==> config.mk <==
export PLATFORM = sky130hd
export DESIGN_NAME = sdsb_sector_builder
export DESIGN_NICKNAME = d
export VERILOG_FILES = /design/src/logic/sdsb_normalizer.v /design/src/logic/sdsb_sector_builder.v
export VERILOG_INCLUDE_DIRS = /design/src /design/src/inc
export SDC_FILE = /design/constraint.sdc
export NUM_CORES = 1
export LEC_CHECK = 0
export BUFFER_PORTS_ARGS = -buffer_cell sky130_fd_sc_hd__buf_2
export CELL_PAD_IN_SITES_DETAIL_PLACEMENT = 1
export CELL_PAD_IN_SITES_GLOBAL_PLACEMENT = 2
export CORE_ASPECT_RATIO = 0.5
export CORE_MARGIN = 2
export CORE_UTILIZATION = 46
export DETAILED_ROUTE_END_ITERATION = 7
export GPL_TIMING_DRIVEN = 0
export HOLD_SLACK_MARGIN = 0.02
export PLACE_DENSITY = 0.94
export SYNTH_ARGS = -nofsm -noshare
export SYNTH_HDL_FRONTEND = slang
export SYNTH_HIERARCHICAL = 1
export SYNTH_SLANG_ARGS = --single-unit
==> constraint.sdc <==
create_clock -name core_clk -period 6.9 [get_ports core_clk]
set_input_delay 0.345 -clock core_clk [delete_from_list [all_inputs] [get_ports core_clk]]
set_output_delay 0.345 -clock core_clk [all_outputs]
set_load 0.02 [all_outputs]
==> src/inc/sdsb_consts.vh <==
`ifndef SDSB_CONSTS_VH
`define SDSB_CONSTS_VH

// ----------------------------------------------------------------------------
// Register port
// ----------------------------------------------------------------------------
`define SDSB_ADDR_W           4
`define SDSB_DATA_W           16
`define SDSB_REG_CTRL         4'h0
`define SDSB_REG_OFL_STAT     4'h1
`define SDSB_REG_ST_STAT      4'h2
`define SDSB_REG_OFL_TIME     4'h3
`define SDSB_REG_FAIL_CKPT    4'h4
`define SDSB_REG_SHORT_TIME   4'h5
`define SDSB_REG_EXT_TIME     4'h6
`define SDSB_REG_RAW          4'h7
`define SDSB_REG_STATUS       4'h8
`define SDSB_CTRL_AUTO_BIT    0
`define SDSB_RAW_SLOT_LSB     8

// ----------------------------------------------------------------------------
// Sector selection
// ----------------------------------------------------------------------------
`define SDSB_SEL_ATTR         2'h0
`define SDSB_SEL_THR          2'h1
`define SDSB_SEL_LOGDIR       2'h2

// ----------------------------------------------------------------------------
// Byte offsets within a sector
// ----------------------------------------------------------------------------
`define SDSB_OFF_FIRST        9'h000
`define SDSB_OFF_REV_HI       9'h001
`define SDSB_OFF_ENTRY_FIRST  9'h002
`define SDSB_OFF_ENTRY_END    9'h16A
`define SDSB_OFF_OFL_STAT     9'h16A
`define SDSB_OFF_ST_STAT      9'h16B
`define SDSB_OFF_OFL_TIME_LO  9'h16C
`define SDSB_OFF_OFL_TIME_HI  9'h16D
`define SDSB_OFF_OFL_CAP      9'h16F
`define SDSB_OFF_SMART_CAP_LO 9'h170
`define SDSB_OFF_SMART_CAP_HI 9'h171
`define SDSB_OFF_ERRLOG_CAP   9'h172
`define SDSB_OFF_FAIL_CKPT    9'h173
`define SDSB_OFF_SHORT_TIME   9'h174
`define SDSB_OFF_EXT_BYTE     9'h175
`define SDSB_OFF_EXT_WORD_LO  9'h177
`define SDSB_OFF_EXT_WORD_HI  9'h178
`define SDSB_OFF_CKSUM        9'h1FF

// ----------------------------------------------------------------------------
// Entry layout
// ----------------------------------------------------------------------------
`define SDSB_SLOT_LAST        5'h1D
`define SDSB_ENT_IDX_LAST     4'hB
`define SDSB_ENT_ID           4'h0
`define SDSB_ENT_FLAGS_LO     4'h1
`define SDSB_ENT_VALUE        4'h3
`define SDSB_ENT_THR          4'h1
`define SDSB_FLAG_PREFAIL     0
`define SDSB_FLAG_ONLINE      1
`define SDSB_PREFAIL_SLOTS    5'h05

// ----------------------------------------------------------------------------
// Fixed field values
// ----------------------------------------------------------------------------
`define SDSB_REV              16'h0010
`define SDSB_REV_LO           8'h10
`define SDSB_REV_HI           8'h00
`define SDSB_OFL_CAP          8'h1B
`define SDSB_SMART_CAP        16'h0003
`define SDSB_SMART_CAP_LO     8'h03
`define SDSB_SMART_CAP_HI     8'h00
`define SDSB_ERRLOG_CAP       8'h01
`define SDSB_LOG_VER          16'h0001
`define SDSB_LOG_VER_LO       8'h01
`define SDSB_LOG_VER_HI       8'h00
`define SDSB_VLOG_FIRST       8'h80
`define SDSB_VLOG_LAST        8'h9F
`define SDSB_VLOG_LEN         8'h10
`define SDSB_EXT_SAT          8'hFF
`define SDSB_THR_PREFAIL      8'h10
`define SDSB_THR_ADVISORY     8'h00
`define SDSB_NORM_MAX         8'hFD
`define SDSB_NORM_MIN         8'h01
`define SDSB_NORM_RESET       8'hFD

// ----------------------------------------------------------------------------
// Status codes
// ----------------------------------------------------------------------------
`define SDSB_OFL_NEVER        7'h00
`define SDSB_OFL_DONE         7'h02
`define SDSB_OFL_SUSPEND      7'h04
`define SDSB_OFL_ABORT_CMD    7'h05
`define SDSB_OFL_ABORT_FATAL  7'h06
`define SDSB_ST_PCT_MAX       4'h9
`define SDSB_ST_EXEC_LAST     4'h7
`define SDSB_ST_EXEC_INPROG   4'hF

`endif

==> src/logic/sdsb_normalizer.v <==
`include "sdsb_consts.vh"

// Maps a raw wear count onto the normalized range, higher is healthier
module sdsb_normalizer
(
  input  wire [7:0] raw,
  output reg  [7:0] norm
);

  // ----------------------------------------------------------------------------
  // Conversion
  // ----------------------------------------------------------------------------
  // Saturates at the lowest legal value so the result never reads zero
  always @*
  begin
    if (raw >= (`SDSB_NORM_MAX - `SDSB_NORM_MIN))
      norm = `SDSB_NORM_MIN;
    else
      norm = `SDSB_NORM_MAX - raw;
  end

endmodule // sdsb_normalizer

==> src/logic/sdsb_sector_builder.v <==
`include "sdsb_consts.vh"

// Operation
// Flag bit 0 marks prefailure versus advisory
// Flag bit 1 marks online update; 6-15 zero
// Offline status bit 7 shows automatic enable
// Offline status bits 0-6 hold legal codes
// Self-test remaining in tens, 0 to 9
// Self-test bits 4-7 hold legal result codes
// Two-byte offline collection time in seconds
// Capability bits 0,1 mark subcommands implemented
// Capability bit 2 says new command aborts
// Capability bits 3,4,6 scan, self-test, selective
// Capability word reads 03h, upper bits zero
// Error logging byte reads bit 0 only
// Last byte makes 512-byte sum zero
// Threshold sector revision, thirty entries, zero tail
// Threshold slots match attribute slots and identifiers
// Threshold entry: identifier, threshold, ten zeros
// Thresholds are constants, never host writable
// Log directory: version 01h, count at 2n
// Logs 80h to 9Fh report sixteen sectors
// Multi-byte fields go least significant first
// Raw measurements converted to normalized values
// Byte reports self-test failure check point
// Status and capability bytes at fixed offsets
// 512 bytes ascending, one per handshake
module sdsb_sector_builder
(
  input  wire                      core_clk,
  input  wire                      arst_n,
  input  wire [`SDSB_ADDR_W-1:0]   reg_addr,
  input  wire [`SDSB_DATA_W-1:0]   reg_wdata,
  input  wire                      reg_wr,
  input  wire                      reg_rd,
  output reg  [`SDSB_DATA_W-1:0]   reg_rdata_ff,
  input  wire                      sec_req,
  input  wire [1:0]                sec_sel,
  output wire                      sec_vld,
  input  wire                      sec_rdy,
  output reg  [7:0]                sec_data_ff,
  output wire                      sec_last
);

  // ----------------------------------------------------------------------------
  // Declarations
  // ----------------------------------------------------------------------------
  reg                    auto_en_ff;
  reg  [6:0]             ofl_code_ff;
  reg  [3:0]             st_pct_ff;
  reg  [3:0]             st_exec_ff;
  reg  [15:0]            ofl_time_ff;
  reg  [7:0]             fail_ckpt_ff;
  reg  [7:0]             short_time_ff;
  reg  [15:0]            ext_time_ff;
  reg                    busy_ff;
  reg  [1:0]             sel_ff;
  reg  [8:0]             off_ff;
  reg  [4:0]             slot_ff;
  reg  [3:0]             idx_ff;
  reg  [7:0]             sum_ff;
  reg  [8:0]             nxt_off;
  reg  [4:0]             nxt_slot;
  reg  [3:0]             nxt_idx;
  reg  [1:0]             cur_sel;
  reg  [7:0]             nxt_byte;
  reg  [7:0]             ent_id;
  reg  [7:0]             ent_flags;
  reg  [7:0]             ent_thr;
  reg  [7:0]             ent_norm;
  reg  [7:0]             log_num;
  reg  [7:0]             ext_byte;
  reg  [`SDSB_DATA_W-1:0] nxt_rdata;
  wire [7:0]             norm_out;
  wire [30*8-1:0]        norm_bus;
  wire                   start;
  wire                   xfer;
  wire                   raw_wr;
  wire                   ofl_code_ok;
  wire                   st_exec_ok;
  wire [3:0]             st_pct_in;

  // ----------------------------------------------------------------------------
  // Handshake
  // ----------------------------------------------------------------------------
  // Requests while a sector is in flight are ignored
  assign start    = sec_req && !busy_ff;
  assign xfer     = busy_ff && sec_rdy;
  assign sec_vld  = busy_ff;
  assign sec_last = busy_ff && (off_ff == `SDSB_OFF_CKSUM);

  // ----------------------------------------------------------------------------
  // Register write qualification
  // ----------------------------------------------------------------------------
  assign raw_wr      = reg_wr && (reg_addr == `SDSB_REG_RAW);
  assign ofl_code_ok = (reg_wdata[6:0] == `SDSB_OFL_NEVER)     ||
                       (reg_wdata[6:0] == `SDSB_OFL_DONE)      ||
                       (reg_wdata[6:0] == `SDSB_OFL_SUSPEND)   ||
                       (reg_wdata[6:0] == `SDSB_OFL_ABORT_CMD) ||
                       (reg_wdata[6:0] == `SDSB_OFL_ABORT_FATAL);
  assign st_exec_ok  = (reg_wdata[7:4] <= `SDSB_ST_EXEC_LAST) ||
                       (reg_wdata[7:4] == `SDSB_ST_EXEC_INPROG);
  assign st_pct_in   = (reg_wdata[3:0] > `SDSB_ST_PCT_MAX) ? `SDSB_ST_PCT_MAX
                                                          : reg_wdata[3:0];

  // ----------------------------------------------------------------------------
  // Raw to normalized conversion
  // ----------------------------------------------------------------------------
  sdsb_normalizer u_norm
  (
    .raw  (reg_wdata[7:0]),
    .norm (norm_out)
  );

  // ----------------------------------------------------------------------------
  // Normalized attribute values, one register per slot
  // ----------------------------------------------------------------------------
  genvar gi;
  generate
    for (gi = 0; gi < 30; gi = gi + 1)
    begin : g_slot
      reg [7:0] norm_ff;
      always @(posedge core_clk or negedge arst_n)
      begin
        if (!arst_n)
          norm_ff <= `SDSB_NORM_RESET;
        else if (raw_wr && ({27'h0000000, reg_wdata[12:`SDSB_RAW_SLOT_LSB]} == gi))
          norm_ff <= norm_out;
      end
      assign norm_bus[gi*8 +: 8] = norm_ff;
    end
  endgenerate

  // ----------------------------------------------------------------------------
  // Software-visible status registers
  // ----------------------------------------------------------------------------
  // Illegal codes are dropped so the sector only ever carries legal values
  always @(posedge core_clk or negedge arst_n)
  begin
    if (!arst_n)
    begin
      auto_en_ff    <= 1'b0;
      ofl_code_ff   <= `SDSB_OFL_NEVER;
      st_pct_ff     <= 4'h0;
      st_exec_ff    <= 4'h0;
      ofl_time_ff   <= 16'h0000;
      fail_ckpt_ff  <= 8'h00;
      short_time_ff <= 8'h00;
      ext_time_ff   <= 16'h0000;
    end
    else if (reg_wr)
    begin
      case (reg_addr)
        `SDSB_REG_CTRL:
          auto_en_ff <= reg_wdata[`SDSB_CTRL_AUTO_BIT];
        `SDSB_REG_OFL_STAT:
          if (ofl_code_ok)
            ofl_code_ff <= reg_wdata[6:0];
        `SDSB_REG_ST_STAT:
          if (st_exec_ok)
          begin
            st_pct_ff  <= st_pct_in;
            st_exec_ff <= reg_wdata[7:4];
          end
        `SDSB_REG_OFL_TIME:
          ofl_time_ff <= reg_wdata;
        `SDSB_REG_FAIL_CKPT:
          fail_ckpt_ff <= reg_wdata[7:0];
        `SDSB_REG_SHORT_TIME:
          short_time_ff <= reg_wdata[7:0];
        `SDSB_REG_EXT_TIME:
          ext_time_ff <= reg_wdata;
        default:
          auto_en_ff <= auto_en_ff;
      endcase
    end
  end

  // ----------------------------------------------------------------------------
  // Register read mux
  // ----------------------------------------------------------------------------
  // Unmapped addresses read zero
  always @*
  begin
    nxt_rdata = {`SDSB_DATA_W{1'b0}};
    case (reg_addr)
      `SDSB_REG_CTRL:       nxt_rdata = {15'h0000, auto_en_ff};
      `SDSB_REG_OFL_STAT:   nxt_rdata = {9'h000, ofl_code_ff};
      `SDSB_REG_ST_STAT:    nxt_rdata = {8'h00, st_exec_ff, st_pct_ff};
      `SDSB_REG_OFL_TIME:   nxt_rdata = ofl_time_ff;
      `SDSB_REG_FAIL_CKPT:  nxt_rdata = {8'h00, fail_ckpt_ff};
      `SDSB_REG_SHORT_TIME: nxt_rdata = {8'h00, short_time_ff};
      `SDSB_REG_EXT_TIME:   nxt_rdata = ext_time_ff;
      `SDSB_REG_STATUS:     nxt_rdata = {6'h00, busy_ff, off_ff};
      default:              nxt_rdata = {`SDSB_DATA_W{1'b0}};
    endcase
  end

  // Read data stands only in the cycle after the strobe
  always @(posedge core_clk or negedge arst_n)
  begin
    if (!arst_n)
      reg_rdata_ff <= {`SDSB_DATA_W{1'b0}};
    else if (reg_rd)
      reg_rdata_ff <= nxt_rdata;
    else
      reg_rdata_ff <= {`SDSB_DATA_W{1'b0}};
  end

  // ----------------------------------------------------------------------------
  // Next position in the sector
  // ----------------------------------------------------------------------------
  // Slot and index counters avoid a divide by twelve
  always @*
  begin
    cur_sel = busy_ff ? sel_ff : sec_sel;
    if (start)
    begin
      nxt_off  = `SDSB_OFF_FIRST;
      nxt_slot = 5'h00;
      nxt_idx  = 4'h0;
    end
    else
    begin
      nxt_off  = off_ff + 9'h001;
      nxt_slot = slot_ff;
      nxt_idx  = 4'h0;
      if (off_ff >= `SDSB_OFF_ENTRY_FIRST)
      begin
        if (idx_ff == `SDSB_ENT_IDX_LAST)
          nxt_slot = slot_ff + 5'h01;
        else
          nxt_idx = idx_ff + 4'h1;
      end
    end
  end

  // ----------------------------------------------------------------------------
  // Per-slot constants
  // ----------------------------------------------------------------------------
  // Identifiers and thresholds are fixed at build time and share one slot order
  always @*
  begin
    case (nxt_slot)
      5'h00: ent_id = 8'h01;
      5'h01: ent_id = 8'h02;
      5'h02: ent_id = 8'h03;
      5'h03: ent_id = 8'h04;
      5'h04: ent_id = 8'h05;
      5'h05: ent_id = 8'h07;
      5'h06: ent_id = 8'h08;
      5'h07: ent_id = 8'h09;
      5'h08: ent_id = 8'h0A;
      5'h09: ent_id = 8'h0C;
      5'h0A: ent_id = 8'hC0;
      5'h0B: ent_id = 8'hC1;
      5'h0C: ent_id = 8'hC2;
      5'h0D: ent_id = 8'hC4;
      5'h0E: ent_id = 8'hC5;
      5'h0F: ent_id = 8'hC6;
      5'h10: ent_id = 8'hC7;
      default: ent_id = 8'h00;                       // Unused slot
    endcase
    ent_flags = 8'h00;
    ent_flags[`SDSB_FLAG_ONLINE]  = 1'b1;
    ent_flags[`SDSB_FLAG_PREFAIL] = (nxt_slot < `SDSB_PREFAIL_SLOTS);
    ent_thr   = (nxt_slot < `SDSB_PREFAIL_SLOTS) ? `SDSB_THR_PREFAIL
                                                  : `SDSB_THR_ADVISORY;
    ent_norm  = norm_bus[{nxt_slot, 3'b000} +: 8];
    log_num   = nxt_off[8:1];
    ext_byte  = (ext_time_ff >= {8'h00, `SDSB_EXT_SAT}) ? `SDSB_EXT_SAT
                                                        : ext_time_ff[7:0];
  end

  // ----------------------------------------------------------------------------
  // Byte generator
  // ----------------------------------------------------------------------------
  always @*
  begin
    nxt_byte = 8'h00;
    if (nxt_off == `SDSB_OFF_CKSUM)
      nxt_byte = 8'h00 - (sum_ff + sec_data_ff);
    else if (cur_sel == `SDSB_SEL_LOGDIR)
    begin
      if (nxt_off == `SDSB_OFF_FIRST)
        nxt_byte = `SDSB_LOG_VER_LO;
      else if (nxt_off == `SDSB_OFF_REV_HI)
        nxt_byte = `SDSB_LOG_VER_HI;
      else if (!nxt_off[0] && (log_num >= `SDSB_VLOG_FIRST) && (log_num <= `SDSB_VLOG_LAST))
        nxt_byte = `SDSB_VLOG_LEN;
    end
    else if (nxt_off == `SDSB_OFF_FIRST)
      nxt_byte = `SDSB_REV_LO;
    else if (nxt_off == `SDSB_OFF_REV_HI)
      nxt_byte = `SDSB_REV_HI;
    else if (nxt_off < `SDSB_OFF_ENTRY_END)
    begin
      if (ent_id != 8'h00)
      begin
        if (nxt_idx == `SDSB_ENT_ID)
          nxt_byte = ent_id;
        else if (cur_sel == `SDSB_SEL_THR)
          nxt_byte = (nxt_idx == `SDSB_ENT_THR) ? ent_thr : 8'h00;
        else if (nxt_idx == `SDSB_ENT_FLAGS_LO)
          nxt_byte = ent_flags;
        else if (nxt_idx == `SDSB_ENT_VALUE)
          nxt_byte = ent_norm;
      end
    end
    else if (cur_sel == `SDSB_SEL_ATTR)
    begin
      // Status and capability area; the threshold sector tail stays zero
      case (nxt_off)
        `SDSB_OFF_OFL_STAT:     nxt_byte = {auto_en_ff, ofl_code_ff};
        `SDSB_OFF_ST_STAT:      nxt_byte = {st_exec_ff, st_pct_ff};
        `SDSB_OFF_OFL_TIME_LO:  nxt_byte = ofl_time_ff[7:0];
        `SDSB_OFF_OFL_TIME_HI:  nxt_byte = ofl_time_ff[15:8];
        `SDSB_OFF_OFL_CAP:      nxt_byte = `SDSB_OFL_CAP;
        `SDSB_OFF_SMART_CAP_LO: nxt_byte = `SDSB_SMART_CAP_LO;
        `SDSB_OFF_SMART_CAP_HI: nxt_byte = `SDSB_SMART_CAP_HI;
        `SDSB_OFF_ERRLOG_CAP:   nxt_byte = `SDSB_ERRLOG_CAP;
        `SDSB_OFF_FAIL_CKPT:    nxt_byte = fail_ckpt_ff;
        `SDSB_OFF_SHORT_TIME:   nxt_byte = short_time_ff;
        `SDSB_OFF_EXT_BYTE:     nxt_byte = ext_byte;
        `SDSB_OFF_EXT_WORD_LO:  nxt_byte = ext_time_ff[7:0];
        `SDSB_OFF_EXT_WORD_HI:  nxt_byte = ext_time_ff[15:8];
        default:                nxt_byte = 8'h00;
      endcase
    end
  end

  // ----------------------------------------------------------------------------
  // Sector streaming state
  // ----------------------------------------------------------------------------
  // The running sum covers every byte already handed over except the checksum byte
  always @(posedge core_clk or negedge arst_n)
  begin
    if (!arst_n)
    begin
      busy_ff     <= 1'b0;
      sel_ff      <= `SDSB_SEL_ATTR;
      off_ff      <= `SDSB_OFF_FIRST;
      slot_ff     <= 5'h00;
      idx_ff      <= 4'h0;
      sum_ff      <= 8'h00;
      sec_data_ff <= 8'h00;
    end
    else if (start)
    begin
      busy_ff     <= 1'b1;
      sel_ff      <= sec_sel;
      off_ff      <= nxt_off;
      slot_ff     <= nxt_slot;
      idx_ff      <= nxt_idx;
      sum_ff      <= 8'h00;
      sec_data_ff <= nxt_byte;
    end
    else if (xfer)
    begin
      if (off_ff == `SDSB_OFF_CKSUM)
      begin
        busy_ff     <= 1'b0;
        sec_data_ff <= 8'h00;
      end
      else
      begin
        off_ff      <= nxt_off;
        slot_ff     <= nxt_slot;
        idx_ff      <= nxt_idx;
        sum_ff      <= sum_ff + sec_data_ff;
        sec_data_ff <= nxt_byte;
      end
    end
  end

endmodule // sdsb_sector_builder

Yosys cells after proc, flatten, opt, wreduce, memory -nomap -nowiden
Memory sizes are Yosys's and may differ from the RTL's.
Cells that the tools add are included.
{"block": "totals", "register_bits": 357, "rom_bits": 192, "in_bits": 28, "output_inout_bits": 26, "elab_cells": 235, "memories": 1}
{"name": "(name not given)", "words": 32, "word_bits": 6, "rd": 1, "rd_ports_with_merged_regs": 0, "write_ports": 0, "line_no": "sdsb_sector_builder.v:244", "source": "case (nxt_slot)"}
{"block": "classes", "add_sub_neg": 6, "order_cmp": 9, "n_eq_ne": 63, "shift": 1, "muxes": 48, "reduce_logical": 61}
{"cell": "240-bit by 9-bit variable part select with 8-bit output", "count": 1}
{"cell": "8-bit 2-to-1 mux", "count": 19}
{"cell": "16-bit case mux with 8 select lines", "count": 1}
{"cell": "9-bit == test, second input constant", "count": 14}
{"cell": "8-bit case mux with 12 select lines", "count": 1}
{"cell": "5-bit == test, second input constant", "count": 14}
{"cell": "5-bit 2-to-1 mux", "count": 11}
{"cell": "5-bit by 4-bit == test with 1-bit output, second input constant", "count": 8}
{"cell": "1-bit logical AND", "count": 36}
{"cell": "9-bit 2-to-1 mux", "count": 4}
{"cell": "4-bit 2-to-1 mux", "count": 7}
{"cell": "7-bit by 3-bit == test with 1-bit output, second input constant", "count": 3}
{"cell": "5-bit by 3-bit == test with 1-bit output, second input constant", "count": 4}
{"cell": "4-bit by 3-bit == test with 1-bit output, second input constant", "count": 4}
{"cell": "16-bit by 8-bit greater-or-equal comparator with 1-bit output, second input constant", "count": 1}
{"cell": "8-bit greater-or-equal comparator, second input constant", "count": 2}
{"cell": "16-bit 2-to-1 mux", "count": 1}
{"cell": "2-bit AND reduction", "count": 7}
{"cell": "4-bit by 2-bit == test with 1-bit output, second input constant", "count": 3}
{"cell": "4-bit == test, second input constant", "count": 3}
{"cell": "5-bit by 2-bit == test with 1-bit output, second input constant", "count": 2}
{"cell": "9-bit by 1-bit adder with 9-bit output, second input constant", "count": 1}
{"cell": "9-bit by 1-bit == test with 1-bit output, second input constant", "count": 1}
{"cell": "9-bit by 2-bit greater-or-equal comparator with 1-bit output, second input constant", "count": 1}
{"cell": "28 further kinds", "count": 39}

Longest topological paths before layout
Gate-level depths: netlist of the first run.
{"block": "depth", "ltp_word": 18, "mapped_depth": 19, "ltp_nobuf": 15}

Modules after synthesis
The synthesis of the first run kept the hierarchy.
{"mod": "sdsb_sector_builder", "instances": 1, "cells_per_inst": 1735, "area_each_um2": 19034.5, "seq_area_each_um2": 9196.3}
{"mod": "sdsb_normalizer", "instances": 1, "cells_per_inst": 31, "area_each_um2": 188.9, "seq_area_each_um2": 0.0}

Least setup slack after synthesis of the first run
No wires, ideal clock.
{"block": "synth_timing", "path_type": "register to register", "start": "reg off_ff[0]", "end": "reg sec_data_ff[4]", "setup_time_ns": 0.127, "arrival_ns": 3.865, "required_time_ns": 6.773, "setup_slack_ns": 2.908, "path_stages_with_launch": 18, "path_buffers": 4, "period_less_slack_ns": 3.992, "path_cell_list": "dfrtp_1 clkbuf_1 inv_1 ha_1 or2_2 o31a_1 buf_6 xnor2_4 nor2_2 clkbuf_1 clkbuf_1 ha_1 inv_1 or3_1 a31oi_1 a211oi_1 a211oi_1 o21ai_1"}
{"block": "synth_between", "elab_chain_len": 17, "word_cells_on_any_way": 56, "cone_classes": "add/sub: 1; order compare: 5; eq/ne: 17; shift: 1; mux: 25; reduce/logical: 6; memory: 1"}
{"item": "start, declared", "line_no": "sdsb_sector_builder.v:58", "source": "reg [8:0] off_ff;"}
{"item": "start signal, assigned", "line_no": "sdsb_sector_builder.v:342", "source": "off_ff <= `SDSB_OFF_FIRST;"}
{"item": "start signal, assigned", "line_no": "sdsb_sector_builder.v:352", "source": "off_ff <= nxt_off;"}
{"item": "start signal, assigned", "line_no": "sdsb_sector_builder.v:367", "source": "off_ff <= nxt_off;"}
{"item": "9-bit by 2-bit greater-or-equal comparator with 1-bit output (no line) (*)"}
{"item": "5-bit 2-to-1 mux (*)", "line_no": "sdsb_sector_builder.v:228", "source": "if (off_ff >= `SDSB_OFF_ENTRY_FIRST)"}
{"item": "5-bit 2-to-1 mux (*)", "line_no": "sdsb_sector_builder.v:217", "source": "if (start)"}
{"item": "net nxt_slot[0]", "line_no": "sdsb_sector_builder.v:63", "source": "reg [4:0] nxt_slot;"}
{"item": "240-bit by 9-bit variable part select with 8-bit output / 5-bit by 3-bit < comparator with 1-bit output (equally long branches)"}
{"item": "8-bit 2-to-1 mux / 5-bit 2-to-1 mux (equally long branches)"}
{"item": "8-bit 2-to-1 mux / 5-bit 2-to-1 mux (equally long branches)", "line_no": "sdsb_sector_builder.v:304, sdsb_sector_builder.v:303"}
{"item": "8-bit 2-to-1 mux", "line_no": "sdsb_sector_builder.v:302", "source": "else if (cur_sel == `SDSB_SEL_THR)"}
{"item": "(+2 left out)"}
{"item": "8-bit 2-to-1 mux (*)", "line_no": "sdsb_sector_builder.v:296", "source": "else if (nxt_off < `SDSB_OFF_ENTRY_END)"}
{"item": "8-bit 2-to-1 mux (*)", "line_no": "sdsb_sector_builder.v:294", "source": "else if (nxt_off == `SDSB_OFF_REV_HI)"}
{"item": "8-bit 2-to-1 mux (*)", "line_no": "sdsb_sector_builder.v:292", "source": "else if (nxt_off == `SDSB_OFF_FIRST)"}
{"item": "8-bit 2-to-1 mux (*)", "line_no": "sdsb_sector_builder.v:283", "source": "else if (cur_sel == `SDSB_SEL_LOGDIR)"}
{"item": "8-bit 2-to-1 mux (*)", "line_no": "sdsb_sector_builder.v:281", "source": "if (nxt_off == `SDSB_OFF_CKSUM)"}
{"item": "8-bit 2-to-1 mux", "line_no": "sdsb_sector_builder.v:360", "source": "if (off_ff == `SDSB_OFF_CKSUM)"}
{"item": "8-bit 2-to-1 mux", "line_no": "sdsb_sector_builder.v:358", "source": "else if (xfer)"}
{"item": "8-bit 2-to-1 mux (*)", "line_no": "sdsb_sector_builder.v:348", "source": "else if (start)"}
{"item": "end signal, assigned", "line_no": "sdsb_sector_builder.v:356", "source": "sec_data_ff <= nxt_byte;"}
{"item": "end signal, assigned", "line_no": "sdsb_sector_builder.v:371", "source": "sec_data_ff <= nxt_byte;"}
{"item": "end, declared", "line_no": "sdsb_sector_builder.v:41", "source": "output reg [7:0] sec_data_ff,"}
The timed path passes the listed nets; every way through them passes the cells marked *. The select of a mux whose other input is x is not followed.
A chain may end at the register's enable or synchronous reset.

Worst setup path in the final report of the first run
{"block": "layout_timing", "start": "reg off_ff[0]", "end": "reg sec_data_ff[0]"}
{"block": "layout_between", "elab_chain_len": 17, "word_cells_on_any_way": 49, "cone_classes": "add/sub: 1; order compare: 3; eq/ne: 17; shift: 1; mux: 23; reduce/logical: 3; memory: 1"}
{"item": "9-bit by 2-bit greater-or-equal comparator with 1-bit output (no line)"}
{"item": "5-bit 2-to-1 mux / 4-bit 2-to-1 mux (equally long branches)", "line_no": "sdsb_sector_builder.v:228"}
{"item": "5-bit 2-to-1 mux / 4-bit 2-to-1 mux (equally long branches)", "line_no": "sdsb_sector_builder.v:217"}
{"item": "240-bit by 9-bit variable part select with 8-bit output / 4-bit by 2-bit == test with 1-bit output (equally long branches)"}
{"item": "8-bit 2-to-1 mux", "line_no": "sdsb_sector_builder.v:306", "source": "else if (nxt_idx == `SDSB_ENT_VALUE)"}
{"item": "8-bit 2-to-1 mux", "line_no": "sdsb_sector_builder.v:304", "source": "else if (nxt_idx == `SDSB_ENT_FLAGS_LO)"}
{"item": "8-bit 2-to-1 mux", "line_no": "sdsb_sector_builder.v:302"}
{"item": "8-bit 2-to-1 mux", "line_no": "sdsb_sector_builder.v:300", "source": "if (nxt_idx == `SDSB_ENT_ID)"}
{"item": "8-bit 2-to-1 mux", "line_no": "sdsb_sector_builder.v:298", "source": "if (ent_id != 8'h00)"}
{"item": "8-bit 2-to-1 mux", "line_no": "sdsb_sector_builder.v:296"}
{"item": "8-bit 2-to-1 mux", "line_no": "sdsb_sector_builder.v:294"}
{"item": "8-bit 2-to-1 mux", "line_no": "sdsb_sector_builder.v:292"}
{"item": "8-bit 2-to-1 mux", "line_no": "sdsb_sector_builder.v:283"}
{"item": "8-bit 2-to-1 mux", "line_no": "sdsb_sector_builder.v:281"}
{"item": "8-bit 2-to-1 mux", "line_no": "sdsb_sector_builder.v:360"}
{"item": "8-bit 2-to-1 mux", "line_no": "sdsb_sector_builder.v:358"}
{"item": "8-bit 2-to-1 mux (*)", "line_no": "sdsb_sector_builder.v:348"}
Mark *: on every way between the ends. The rest lies on a longest branch, timed or not. The select of a mux whose other input is x is not followed.

==> reports/results.txt, run 1 <==
Worst Skew: 0.0300 ns
Clock slew at reported path FFs: 0.06 ns
Max-cap violations: 1
CP startpoint kind: flip-flop
Finished layout cell area: 21,400 sq um
Vias: 16,100
Routed length per instance: 29.2 um
Worst endpoint data arrival time: 7.15 ns
Vias per inst: 6.62
Final Hold Vio Count: 0
Layout cell share with drive strength beyond 1: 0.361
Overall Power: 7.11 mW
Post-cts repair resize count: 0
Post-DP HPWL: 49.7 mm
Cts bufs inserted: 35
Post-synth EDFFs: 0
Die footprint: 43,500 sq um
Largest net degree at the start of global routing: 117
I/O Pins: 54
Crit path max fanout: 10
RSZ-0062 raised after global routing: false
Mapped Cells: 1,766
Setup CP Type: reg2reg
# rows: 52
Worst hold path class: in2reg
PortBufs: 50
CP max-delay cell: a2111oi_1
Rel. slew slack: -0.0273
ANT nets after route: 0
Top-count cell post-synth: mux2_2
Lkg Pwr: 8.70 nW
Outcome: complete, but fails checks
Power Dens Cells: 331 nW/um^2
#FFs+latches synth: 357
Synthesis-to-layout area growth: 11.5%
Worst path max stage delay: 1.30 ns
Post-CTS setup buffer count: 0
Htree depth: 2
Drt total wl: 70.9 mm
Ys async rst share: 1.00
YS warnings: 6
Seq/Total Area, Yosys: 0.478
First-pass GRT wire length: 106 mm
Dominant cell type by area after synthesis: dfstp_2
Syn Area/Cell: 10.9 sq um
All-layer global routing usage: 0.327
Crit-path cells: clkbuf_1, inv_1, ha_1, or2_2, o31a_1, buf_6, xnor2_4, nor2_2, buf_1, clkbuf_1, nand3_1, o211ai_1, a211oi_1, a2111oi_1, o31ai_1
Slew @ Worst Pin: 1.54 ns
Violations in the final reports: capacitance limit, slew limit
Cell mode on critical path: clkbuf_1
Crit. End Element: flip-flop
CTS sink cnt: 357
First-pass iteration count of the detailed router: 5
Remaining DRCs: 0
Nets: 1,909
Most common library cells after synthesis: mux2_2 (300), dfstp_2 (210), nand2_1 (202)
Die H: 149 um
Initial antenna violation count: 1
Ys flop type: dfstp_2
Synth unique cells: 91
Syn nets: 1,815
Number of global-route vias before repair: 16,700
TritonCTS clock tree: built
Worst EP required: 7.26 ns
CTS root buf: clkbuf_16
Starting Density: 0.471
Top cell type's share of synthesized area: 0.287
Synth area leaders: dfstp_2 (29%), dfrtp_1 (19%), mux2_2 (18%)
CTS Buffer Depth: 3
Post-Syn Area: 19,200 sq um
Tcrit/Tclk final: 0.985
DP Area: 20,300 sq um
Fmax: 0.147 GHz
Core region area: 40,800 sq um
Tmin final: 6.80 ns
Initial drt markers: 1,875
Setup Viol. Count Final: 0
VDD IR max: 0.000146 V
Insertion delay to the later sink of the worst-skew pair: 0.56 ns
Max Slew Vio Count: 2
Gr ovfl total: 0
Routability Congestion: 0.950
Die Span X: 293 um
cell usage in the layout (no fill, tap or decap), types with 39 or more instances in the layout:
master,instances
clkbuf_1,92
mux2_2,300
buf_2,71
a211oi_1,39
nand2_1,202
o21ai_0,56
dfstp_2,210
nor2_1,80
a22oi_1,41
nand3_1,68
dfrtp_1,147
a21oi_1,48
worst max-delay path: cells and delay by family, from the launching register on:
family                     cells  cell delay, ns
and+or+nand+nor                3            1.01
AOI/OAI and AO/OA              5            2.12
adders and majority gates      1            0.23
xor gates and xnor gates       1            0.22
DFF                            1            0.46
buffers and inverters          5            2.56
flip-flops by register name (all words and copies together), names as in the netlist:
signal	count
sec_data_ff	8
g_slot.norm_ff	240
short_time_ff	8
sum_ff	8
auto_en_ff	1
idx_ff	4
sel_ff	2
ofl_code_ff	7
off_ff	9
ext_time_ff	16
sec_vld	1
ofl_time_ff	16
st_pct_ff	4
st_exec_ff	4
slot_ff	5
reg_rdata_ff	16
fail_ckpt_ff	8
what timing repair did:
item                                   4_1_cts  5_1_grt
endpoints found under the hold margin        6        0
hold buffers                                 1        0
setup endpoints to repair                    0        0
layout make-up:
class	count	area, sq um
fill	4390	19400
multi-input combinational	1265	9440
sequential	357	9200
clock buffer	48	965
tap	540	676
buffer	116	517
timing repair buffer	57	370
clock inverter	13	166
inverter	28	105
antenna	1	2.50
final timing paths:
path | from | to | slack, ns | cells past startpoint
max reg2reg | off_ff[0]$_DFFE_PN0P_ | sec_data_ff[0]$_DFFE_PN0P_ | 0.10 | 15
min reg2reg | g_slot[19].norm_ff[1]$_DFFE_PN0P_ | g_slot[19].norm_ff[1]$_DFFE_PN0P_ | 0.51 | 1
min in group asynchronous | arst_n | g_slot[14].norm_ff[1]$_DFFE_PN0P_ | 0.32 | 2
max | off_ff[0]$_DFFE_PN0P_ | sec_data_ff[0]$_DFFE_PN0P_ | 0.10 | 15
min | sec_rdy | sec_vld$_DFFE_PN0P_ | 0.04 | 2
max in group asynchronous | arst_n | off_ff[6]$_DFFE_PN0P_ | 5.18 | 4
per-layer routing:
metal  share of wire  routed length, um  track usage  up-vias
li1                -                  -            -     6709
met1            0.42              29700        0.435     8344
met2            0.45              31900        0.519      794
met3           0.089               6320       0.0764      212
met4           0.042               2950        0.130        2
met5         0.00017                 12            0        -
logic make-up after synthesis:
family / share of synthesized area
and+or+nand+nor: 0.131
AOI/OAI and AO/OA: 0.134
DFF: 0.478
muxes: 0.195
buffers and inverters: 0.0323
xor gates and xnor gates: 0.0158
adders and majority gates: 0.0141
report_power, final:
part           internal (mW)  switching, mW
logic                  0.788           1.82
clock network           1.10          0.887
registers               2.32          0.197
stage by stage:
step | TNS, ns | setup slack [ns] | std cells | hold WS, ns | util
2_1_floorplan | 0 | 2.91 | 1766 | 0.0494 | -
4_1_cts | 0 | 0.540 | 2424 | 0.0270 | 0.525
6_report | 0 | 0.103 | 2425 | 0.0366 | 0.526
5_1_grt | 0 | 0.147 | 2424 | 0.0563 | 0.526
3_3_place_gp | -198.11 | -1.37 | 2356 | 0.481 | 0.494
3_5_place_dp | 0 | 0.651 | 2362 | 0.316 | 0.497
No activity file was read; power rests on OpenSTA's default activity.
==> inputs of run 2 (changes only) <==
CORE_UTILIZATION = 43   (was 46)
PLACE_DENSITY = unset   (was 0.94)
PLACE_DENSITY_LB_ADDON = 0.1   (was unset)
SYNTH_HIERARCHICAL = unset   (was 1)
==> run 2 against run 1 <==
The run now ends clean. Flip-flop and latch count decreased by 19. Combinational power shrank 10%. Cell count grew 8.2%. Count of clock-buffer cells in the layout rose by 3. Hold slack better by 0.0045 ns. Global-route usage up 1.6 points. Die area decreased by 0.56%. Critical endpoint is now sec_data_ff[7]$_DFFE_PN0P_. Highest routed layer unchanged.
==> reports/results.txt, run 2 <==
Vias: 16,300 (+1.3%)
Fin cells: 2,624 (+8.2%)
Placed Cells: 2,558 (+8.3%)
Commonest non-fill, non-tap cell in the layout: nand2_1
Dominant cell type by area after synthesis: dfstp_2
Top sig layer: met5
Routability Congestion: 0.921 (-3.1%)
Max Slew Vio Count: 0 (-2)
Htree depth: 2 (unchanged)
Fmax: 0.184 GHz (+25%)
Place WS: 1.84 ns (+1.19 ns)
Starting Density: 0.439 (-0.0326)
Nets: 2,100 (+10%)
Metal2 WL: 31.3 mm (-1.8%)
CP endpoint: sec_data_ff[7]$_DFFE_PN0P_
Internal power: 4.10 mW (-2.5%)
Die H: 148 um (-0.28%)
Outcome: completed
Reg power frac: 0.348 (-0.005)
R2R cell count: 12 (-3)
Setup Viol. Count Final: 0 (unchanged)
Remaining DRCs: 0 (unchanged)
Syn Area/Cell: 9.08 sq um (-17%)
Vias per inst: 6.20 (-6.4%)
Post-synth EDFFs: 0 (unchanged)
Initial drt markers: 1,715 (-8.5%)
ANT nets after route: 0 (unchanged)
#FFs+latches synth: 338 (-5.3%)
Crit-path cells: buf_2, inv_1, ha_1, or4_4, o311a_4, xor2_1, nand2_1, nor2_1, a22oi_1, a31oi_1, nor3_1, o31ai_1
Clock slew at reported path FFs: 0.07 ns (about the same)
Post-DP HPWL: 52.9 mm (+6.5%)
Worst Skew: 0.0327 ns (+0.00268 ns)
Lkg Pwr: 7.76 nW (-11%)
Power Dens Cells: 340 nW/um^2 (+2.5%)
Top-count cell post-synth: nand2_1
CTS root buf: clkbuf_16
Cell family with most CP delay: simple AND/OR/NAND/NOR gates
TritonCTS clock tree: built
R2R Path End: sec_data_ff[7]$_DFFE_PN0P_
Die footprint: 43,300 sq um (-0.56%)
Worst endpoint data arrival time: 5.88 ns (-1.27 ns)
Drt total wl: 73.5 mm (+3.7%)
Met3 WL: 6.65 mm (+5.2%)
Net Sw Frac: 0.400 (-0.00799)
Setup CP Type: reg2reg
Mapped Cells: 1,967 (+11%)
Tmin final: 5.43 ns (-1.37 ns)
Die Span X: 292 um (-0.28%)
Synth unique cells: 83 (-8.8%)
Worst path max stage delay: 0.82 ns (-0.48 ns)
Worst EP required: 7.35 ns (+0.09 ns)
Syn nets: 2,010 (+11%)
RSZ-0062 raised after global routing: false
Power share of the clock group: 0.310 (+0.030)
Diode count: 0 (-1)
Util after Layout: 0.494 (-0.0314)
Layout cell share with drive strength beyond 1: 0.212 (-0.149)
Comb pwr share: 0.342 (-0.025)
Commonest cells after routing, fill and taps aside: nand2_1 (395), o21ai_0 (240), dfstp_2 (191)
I/O Pins: 54 (unchanged)
PortBufs: 47 (-6.0%)
Number of global-route vias before repair: 16,500 (-1.2%)
Buffers and inverters on the worst path: 2 (-3)
Worst hold path class: in2reg
Cts bufs inserted: 35 (unchanged)
Tcrit/Tclk final: 0.787 (-0.198)
Biggest register: g_slot.norm_ff
First-pass GRT wire length: 109 mm (+2.7%)
Slew @ Worst Pin: 1.22 ns (-0.312 ns)
YS warnings: 0 (-6)
Core region area: 40,700 sq um (-0.16%)
VDD IR max: 0.000179 V (+23%)
Ys flop type: dfstp_2
Post-cts repair resize count: 0 (unchanged)
Critical Path Start: off_ff[0]$_DFFE_PN0P_
Initial antenna violation count: 2 (+1)
Insertion delay to the later sink of the worst-skew pair: 0.57 ns (about the same)
Gr ovfl total: 0 (unchanged)
R2R Path Start: off_ff[0]$_DFFE_PN0P_
CTS sink cnt: 338 (-5.3%)
Synthesis-to-layout area growth: 12.7%
Seq/Total Area, Yosys: 0.487 (+0.00841)
First-pass iteration count of the detailed router: 5 (unchanged)
Top cell type's share of synthesized area: 0.281 (-0.00613)
CP max-delay cell: nor2_1
Crit path max fanout: 10 (unchanged)
Rel. slew slack: 0.177 (+0.205)
Fillers: 4,783 (+9.0%)
All-layer global routing usage: 0.343 (+0.0163)
Largest net degree at the start of global routing: 110 (-6.0%)
Critical Path Stages: 12 (-3)
Crit. End Element: flip-flop
Final Hold Vio Count: 0 (unchanged)
Max-cap violations: 0 (-1)
Routed length per instance: 28.0 um (-4.2%)
Post-Syn Area: 17,900 sq um (-7.1%)
Net Sw Power: 2.74 mW (-5.7%)
CTS Buffer Depth: 3 (unchanged)
# rows: 52 (unchanged)
Met1 WL: 33.2 mm (+12%)
Max reg flops: 221 (-7.9%)
Ys async rst share: 1.00 (unchanged)
CP startpoint kind: flip-flop
Reg2reg setup slack: 1.47 ns (+1.37 ns)
Synth area leaders: dfstp_2 (28%), dfrtp_1 (21%), nand2_1 (8.3%)
Most common library cells after synthesis: nand2_1 (395), o21ai_0 (240), dfstp_2 (191)
Final WS setup: 1.47 ns (+1.37 ns)
-- run 2: changes by cell type after synthesis, moves of 24 or more --
| cell | change |
|---|---|
| and3_1 | -28 |
| a21oi_1 | +26 |
| a211oi_1 | -24 |
| nand2_1 | +193 |
| o21ai_0 | +184 |
| mux2_2 | -217 |
| nor2_1 | +75 |
-- run 2: final cells by class --
| type | instances | area [sq um] | share of cell area |
|---|---|---|---|
| inverters | 19 | 71.3 | 0.00354 |
| plain buffers | 150 | 652 | 0.0324 |
| clock inverters | 13 | 196 | 0.00976 |
| multi-input cells | 1460 | 8450 | 0.420 |
| well taps | 540 | 676 | 0.0336 |
| repair buffers | 53 | 353 | 0.0175 |
| clock buffers | 51 | 1040 | 0.0516 |
| flip-flops and latches | 338 | 8700 | 0.432 |
-- run 2: worst min-delay path by stage --
stage / startpoint / endpoint / cells after the start / slack (ns)
after floorplan: arst_n / auto_en_ff$_DFFE_PN0P_ / 0 / 0.05
after global placement: g_slot[12].norm_ff[1]$_DFFE_PN0P_ / g_slot[12].norm_ff[1]$_DFFE_PN0P_ / 2 / 0.46
after detailed placement: arst_n / ofl_code_ff[6]$_DFFE_PN0P_ / 1 / 0.29
after CTS: reg_wdata[15] / ext_time_ff[15]$_DFFE_PN0P_ / 2 / 0.03
after global routing: reg_wdata[14] / ofl_time_ff[14]$_DFFE_PN0P_ / 2 / 0.05
final: reg_wdata[15] / ext_time_ff[15]$_DFFE_PN0P_ / 2 / 0.04
-- run 2: routing by layer --
layer | vias up | track usage
li1 | 7164 | -
met1 | 8341 | 0.486
met2 | 630 | 0.513
met3 | 126 | 0.0925
met4 | 2 | 0.105
met5 | - | 0
-- run 2: repair_timing --
action / in CTS / in global routing
hold buffers: 2 / 0
hold endpoints to repair: 50 / 0
buffers inserted: 0 / 0
-- run 2: worst reg2reg max path, stage by stage (launching register included) --
cell and delay [ns]:
dfrtp_1 0.47, buf_2 0.31, inv_1 0.07, ha_1 0.25, or4_4 0.56, o311a_4 0.45, xor2_1 0.63, nand2_1 0.63
nor2_1 0.82, a22oi_1 0.48, a31oi_1 0.31, nor3_1 0.13, o31ai_1 0.22
-- run 2: logic make-up after synthesis --
logic type | share of synthesized area
fa+ha+maj | 0.0109
mux | 0.0682
compound gates | 0.187
xor+xnor | 0.0158
flops | 0.487
simple gates | 0.191
buf+inv | 0.0405
-- run 2: power by group through the flow --
stage | sequential (mW) | clock [mW] | combinational, mW
global route | 2.40 | 2.22 | 2.48
finish | 2.38 | 2.12 | 2.34
CTS | 2.38 | 2.14 | 2.26
global placement | 2.39 | 0 | 2.21
floorplan | 2.35 | 0 | 1.37
detailed placement | 2.40 | 0 | 2.24
-- run 2: metrics by stage --
step / hold slack (ns) / TNS, ns / power (mW) / instance area [sq um]
floorplan: 0.0494 / 0 / 3.72 / 17900
global placement: 0.460 / -169.12 / 4.60 / 18800
detailed placement: 0.287 / 0 / 4.64 / 18900
CTS: 0.0290 / 0 / 6.77 / 20100
global route: 0.0500 / 0 / 7.09 / 20100
finish: 0.0411 / 0 / 6.84 / 20100
==> inputs of run 3 (changes only) <==
CORE_UTILIZATION = 36   (was 43)
clock period = 4.5 ns   (was 6.9 ns; I/O delays follow)
==> run 3 against run 2 <==
The run now ends with setup timing left. Utilization down 7.2 points. Critical path type unchanged. Power is 55% higher. Critical path depth rose by 2. Register-to-register slack worse by 1.5 ns.
==> reports/results.txt, run 3 (synthesis gave the netlist of run 2 again) <==
VDD IR max: 0.000237 V (+32%)
Worst hold path class: in2reg
Tmin final: 4.51 ns (-0.919 ns)
Setup Viol. Count Final: 2 (+2)
Htree depth: 2 (unchanged)
Final Hold Vio Count: 0 (unchanged)
Routed length per instance: 27.8 um (-0.72%)
Lkg Pwr: 7.89 nW (+1.7%)
All-layer global routing usage: 0.295 (-0.0476)
Fin cells: 2,740 (+4.4%)
Die footprint: 51,500 sq um (+19%)
Worst Skew: 0.0217 ns (-0.0110 ns)
Overall Power: 10.6 mW (+55%)
Initial antenna violation count: 0 (-2)
Vias per inst: 5.90 (-4.8%)
Synthesis-to-layout area growth: 15.3%
CTS Buffer Depth: 3 (unchanged)
Final WS setup: -0.0124 ns (-1.48 ns)
Remaining DRCs: 0 (unchanged)
Reg power frac: 0.345 (-0.003)
Insertion delay to the later sink of the worst-skew pair: 0.57 ns (about the same)
Outcome: complete, but fails checks
Slew @ Worst Pin: 1.21 ns (-0.0172 ns)
Fmax: 0.222 GHz (+20%)
Diode count: 0 (unchanged)
Net Sw Frac: 0.404 (+0.00367)
Die Span X: 319 um (+9.2%)
# rows: 57 (+9.6%)
Internal power: 6.31 mW (+54%)
Placed Cells: 2,666 (+4.2%)
Layout cell share with drive strength beyond 1: 0.231 (+0.0184)
Crit. End Element: flip-flop
Routability Congestion: 0.938 (+1.8%)
First-pass iteration count of the detailed router: 5 (unchanged)
Commonest cells after routing, fill and taps aside: nand2_1 (394), o21ai_0 (237), dfstp_2 (191)
Violations in the final reports: setup timing
CP startpoint kind: flip-flop
Worst endpoint data arrival time: 4.98 ns (-0.90 ns)
Max-cap violations: 0 (unchanged)
Finished layout cell area: 20,600 sq um (+2.4%)
Power share of the clock group: 0.307 (-0.003)
Commonest non-fill, non-tap cell in the layout: nand2_1
Net Sw Power: 4.27 mW (+56%)
PortBufs: 47 (unchanged)
ANT nets after route: 0 (unchanged)
Crit path max fanout: 10 (unchanged)
Nets: 2,107 (+0.33%)
Setup CP Type: reg2reg
Number of global-route vias before repair: 16,000 (-3.0%)
Tcrit/Tclk final: 1.00 (+0.216)
Comb pwr share: 0.348 (+0.006)
First-pass GRT wire length: 112 mm (+2.7%)
Starting Density: 0.366 (-0.0724)
CTS sink cnt: 338 (unchanged)
Util after Layout: 0.422 (-0.0718)
Post-DP HPWL: 55.2 mm (+4.4%)
Max reg flops: 221 (unchanged)
Power Dens Cells: 513 nW/um^2 (+51%)
CTS root buf: clkbuf_16
Initial drt markers: 1,429 (-17%)
DP Area: 19,000 sq um (+0.72%)
Rel. slew slack: 0.189 (+0.0116)
Drt total wl: 76.2 mm (+3.7%)
Largest net degree at the start of global routing: 105 (-4.5%)
Worst EP required: 4.97 ns (-2.38 ns)
Gr ovfl total: 0 (unchanged)
Core region area: 48,800 sq um (+20%)
Max Slew Vio Count: 0 (unchanged)
Biggest register: g_slot.norm_ff
Die H: 162 um (+9.0%)
Clock slew at reported path FFs: 0.07 ns (about the same)
TritonCTS clock tree: built
Cts bufs inserted: 36 (+2.9%)
I/O Pins: 54 (unchanged)
Vias: 16,200 (-0.60%)
run 3: changes by cell type in the layout (fill, tap and decap cells not counted), moves of 5 or more:
| cell | previous run | this run |
|---|---|---|
| nor3_1 | 30 | 25 |
| clkbuf_2 | 0 | 9 |
| clkbuf_1 | 109 | 94 |
| clkbuf_4 | 0 | 9 |
| buf_2 | 73 | 63 |
| dlygate4sd3_1 | 2 | 10 |
run 3: power groups by stage:
stage | sequential, mW | combinational, mW | clock, mW
2_1_floorplan | 3.60 | 2.10 | 0
3_3_place_gp | 3.68 | 3.46 | 0
3_5_place_dp | 3.69 | 3.48 | 0
4_1_cts | 3.64 | 3.53 | 3.30
5_1_grt | 3.68 | 3.89 | 3.44
6_report | 3.65 | 3.68 | 3.25
run 3: worst paths after layout:
| kind | from | endpoint | slack (ns) | cells past startpoint |
|---|---|---|---|---|
| setup / recovery | off_ff[0]$_DFFE_PN0P_ | sec_data_ff[1]$_DFFE_PN0P_ | -0.01 | 14 |
| hold / removal | reg_wr | auto_en_ff$_DFFE_PN0P_ | 0.07 | 3 |
| setup reg to reg | off_ff[0]$_DFFE_PN0P_ | sec_data_ff[1]$_DFFE_PN0P_ | -0.01 | 14 |
| hold reg to reg | g_slot[0].norm_ff[0]$_DFFE_PN1P_ | g_slot[0].norm_ff[0]$_DFFE_PN1P_ | 0.48 | 2 |
| max in group asynchronous | arst_n | g_slot[9].norm_ff[4]$_DFFE_PN1P_ | 2.86 | 4 |
| min in group asynchronous | arst_n | ofl_code_ff[6]$_DFFE_PN0P_ | 0.23 | 2 |
run 3: layer usage:
metal,vias to the layer above,routed length (um),track usage
li1,7194,-,-
met1,8318,36400,0.435
met2,551,32800,0.446
met3,103,5450,0.0593
met4,0,1610,0.0643
met5,-,0,0
run 3: worst max-delay path, cell delays in order, from the launching register on:
cell	delay (ns)
dfrtp_1	0.43
buf_2	0.32
inv_1	0.08
ha_1	0.23
or4_4	0.56
o311ai_2	0.40
and3_4	0.35
buf_2	0.30
buf_4	0.31
nand2_1	0.08
nand4_1	0.16
nand4_1	0.14
a31oi_1	0.47
o2111ai_2	0.30
a211oi_1	0.28
run 3: area by class of cell:
type | instances | area, sq um
tap | 649 | 812
buffer | 147 | 682
inverter | 19 | 71.3
multi-input combinational | 1460 | 8640
fill | 5616 | 28200
clock inverter | 15 | 198
timing repair buffer | 62 | 455
sequential | 338 | 8700
clock buffer | 50 | 1050
run 3: metrics by stage:
step	setup slack, ns	hold WS (ns)	TNS (ns)
after global routing	-0.0161	0.0762	-0.0303
after CTS	0.00725	0.0327	0
after floorplan	1.18	-0.0706	0
after global placement	-3.84	0.451	-840.74
after detailed placement	-0.682	0.238	-4.22
final	-0.0124	0.0656	-0.0229
run 3: timing repair:
action	in CTS	in global routing
endpoints found under the hold margin	82	0
setup buffers	0	2
resized for setup	28	34
pin swaps	0	1
hold buffers	10	0
endpoints found under the setup margin	17	8
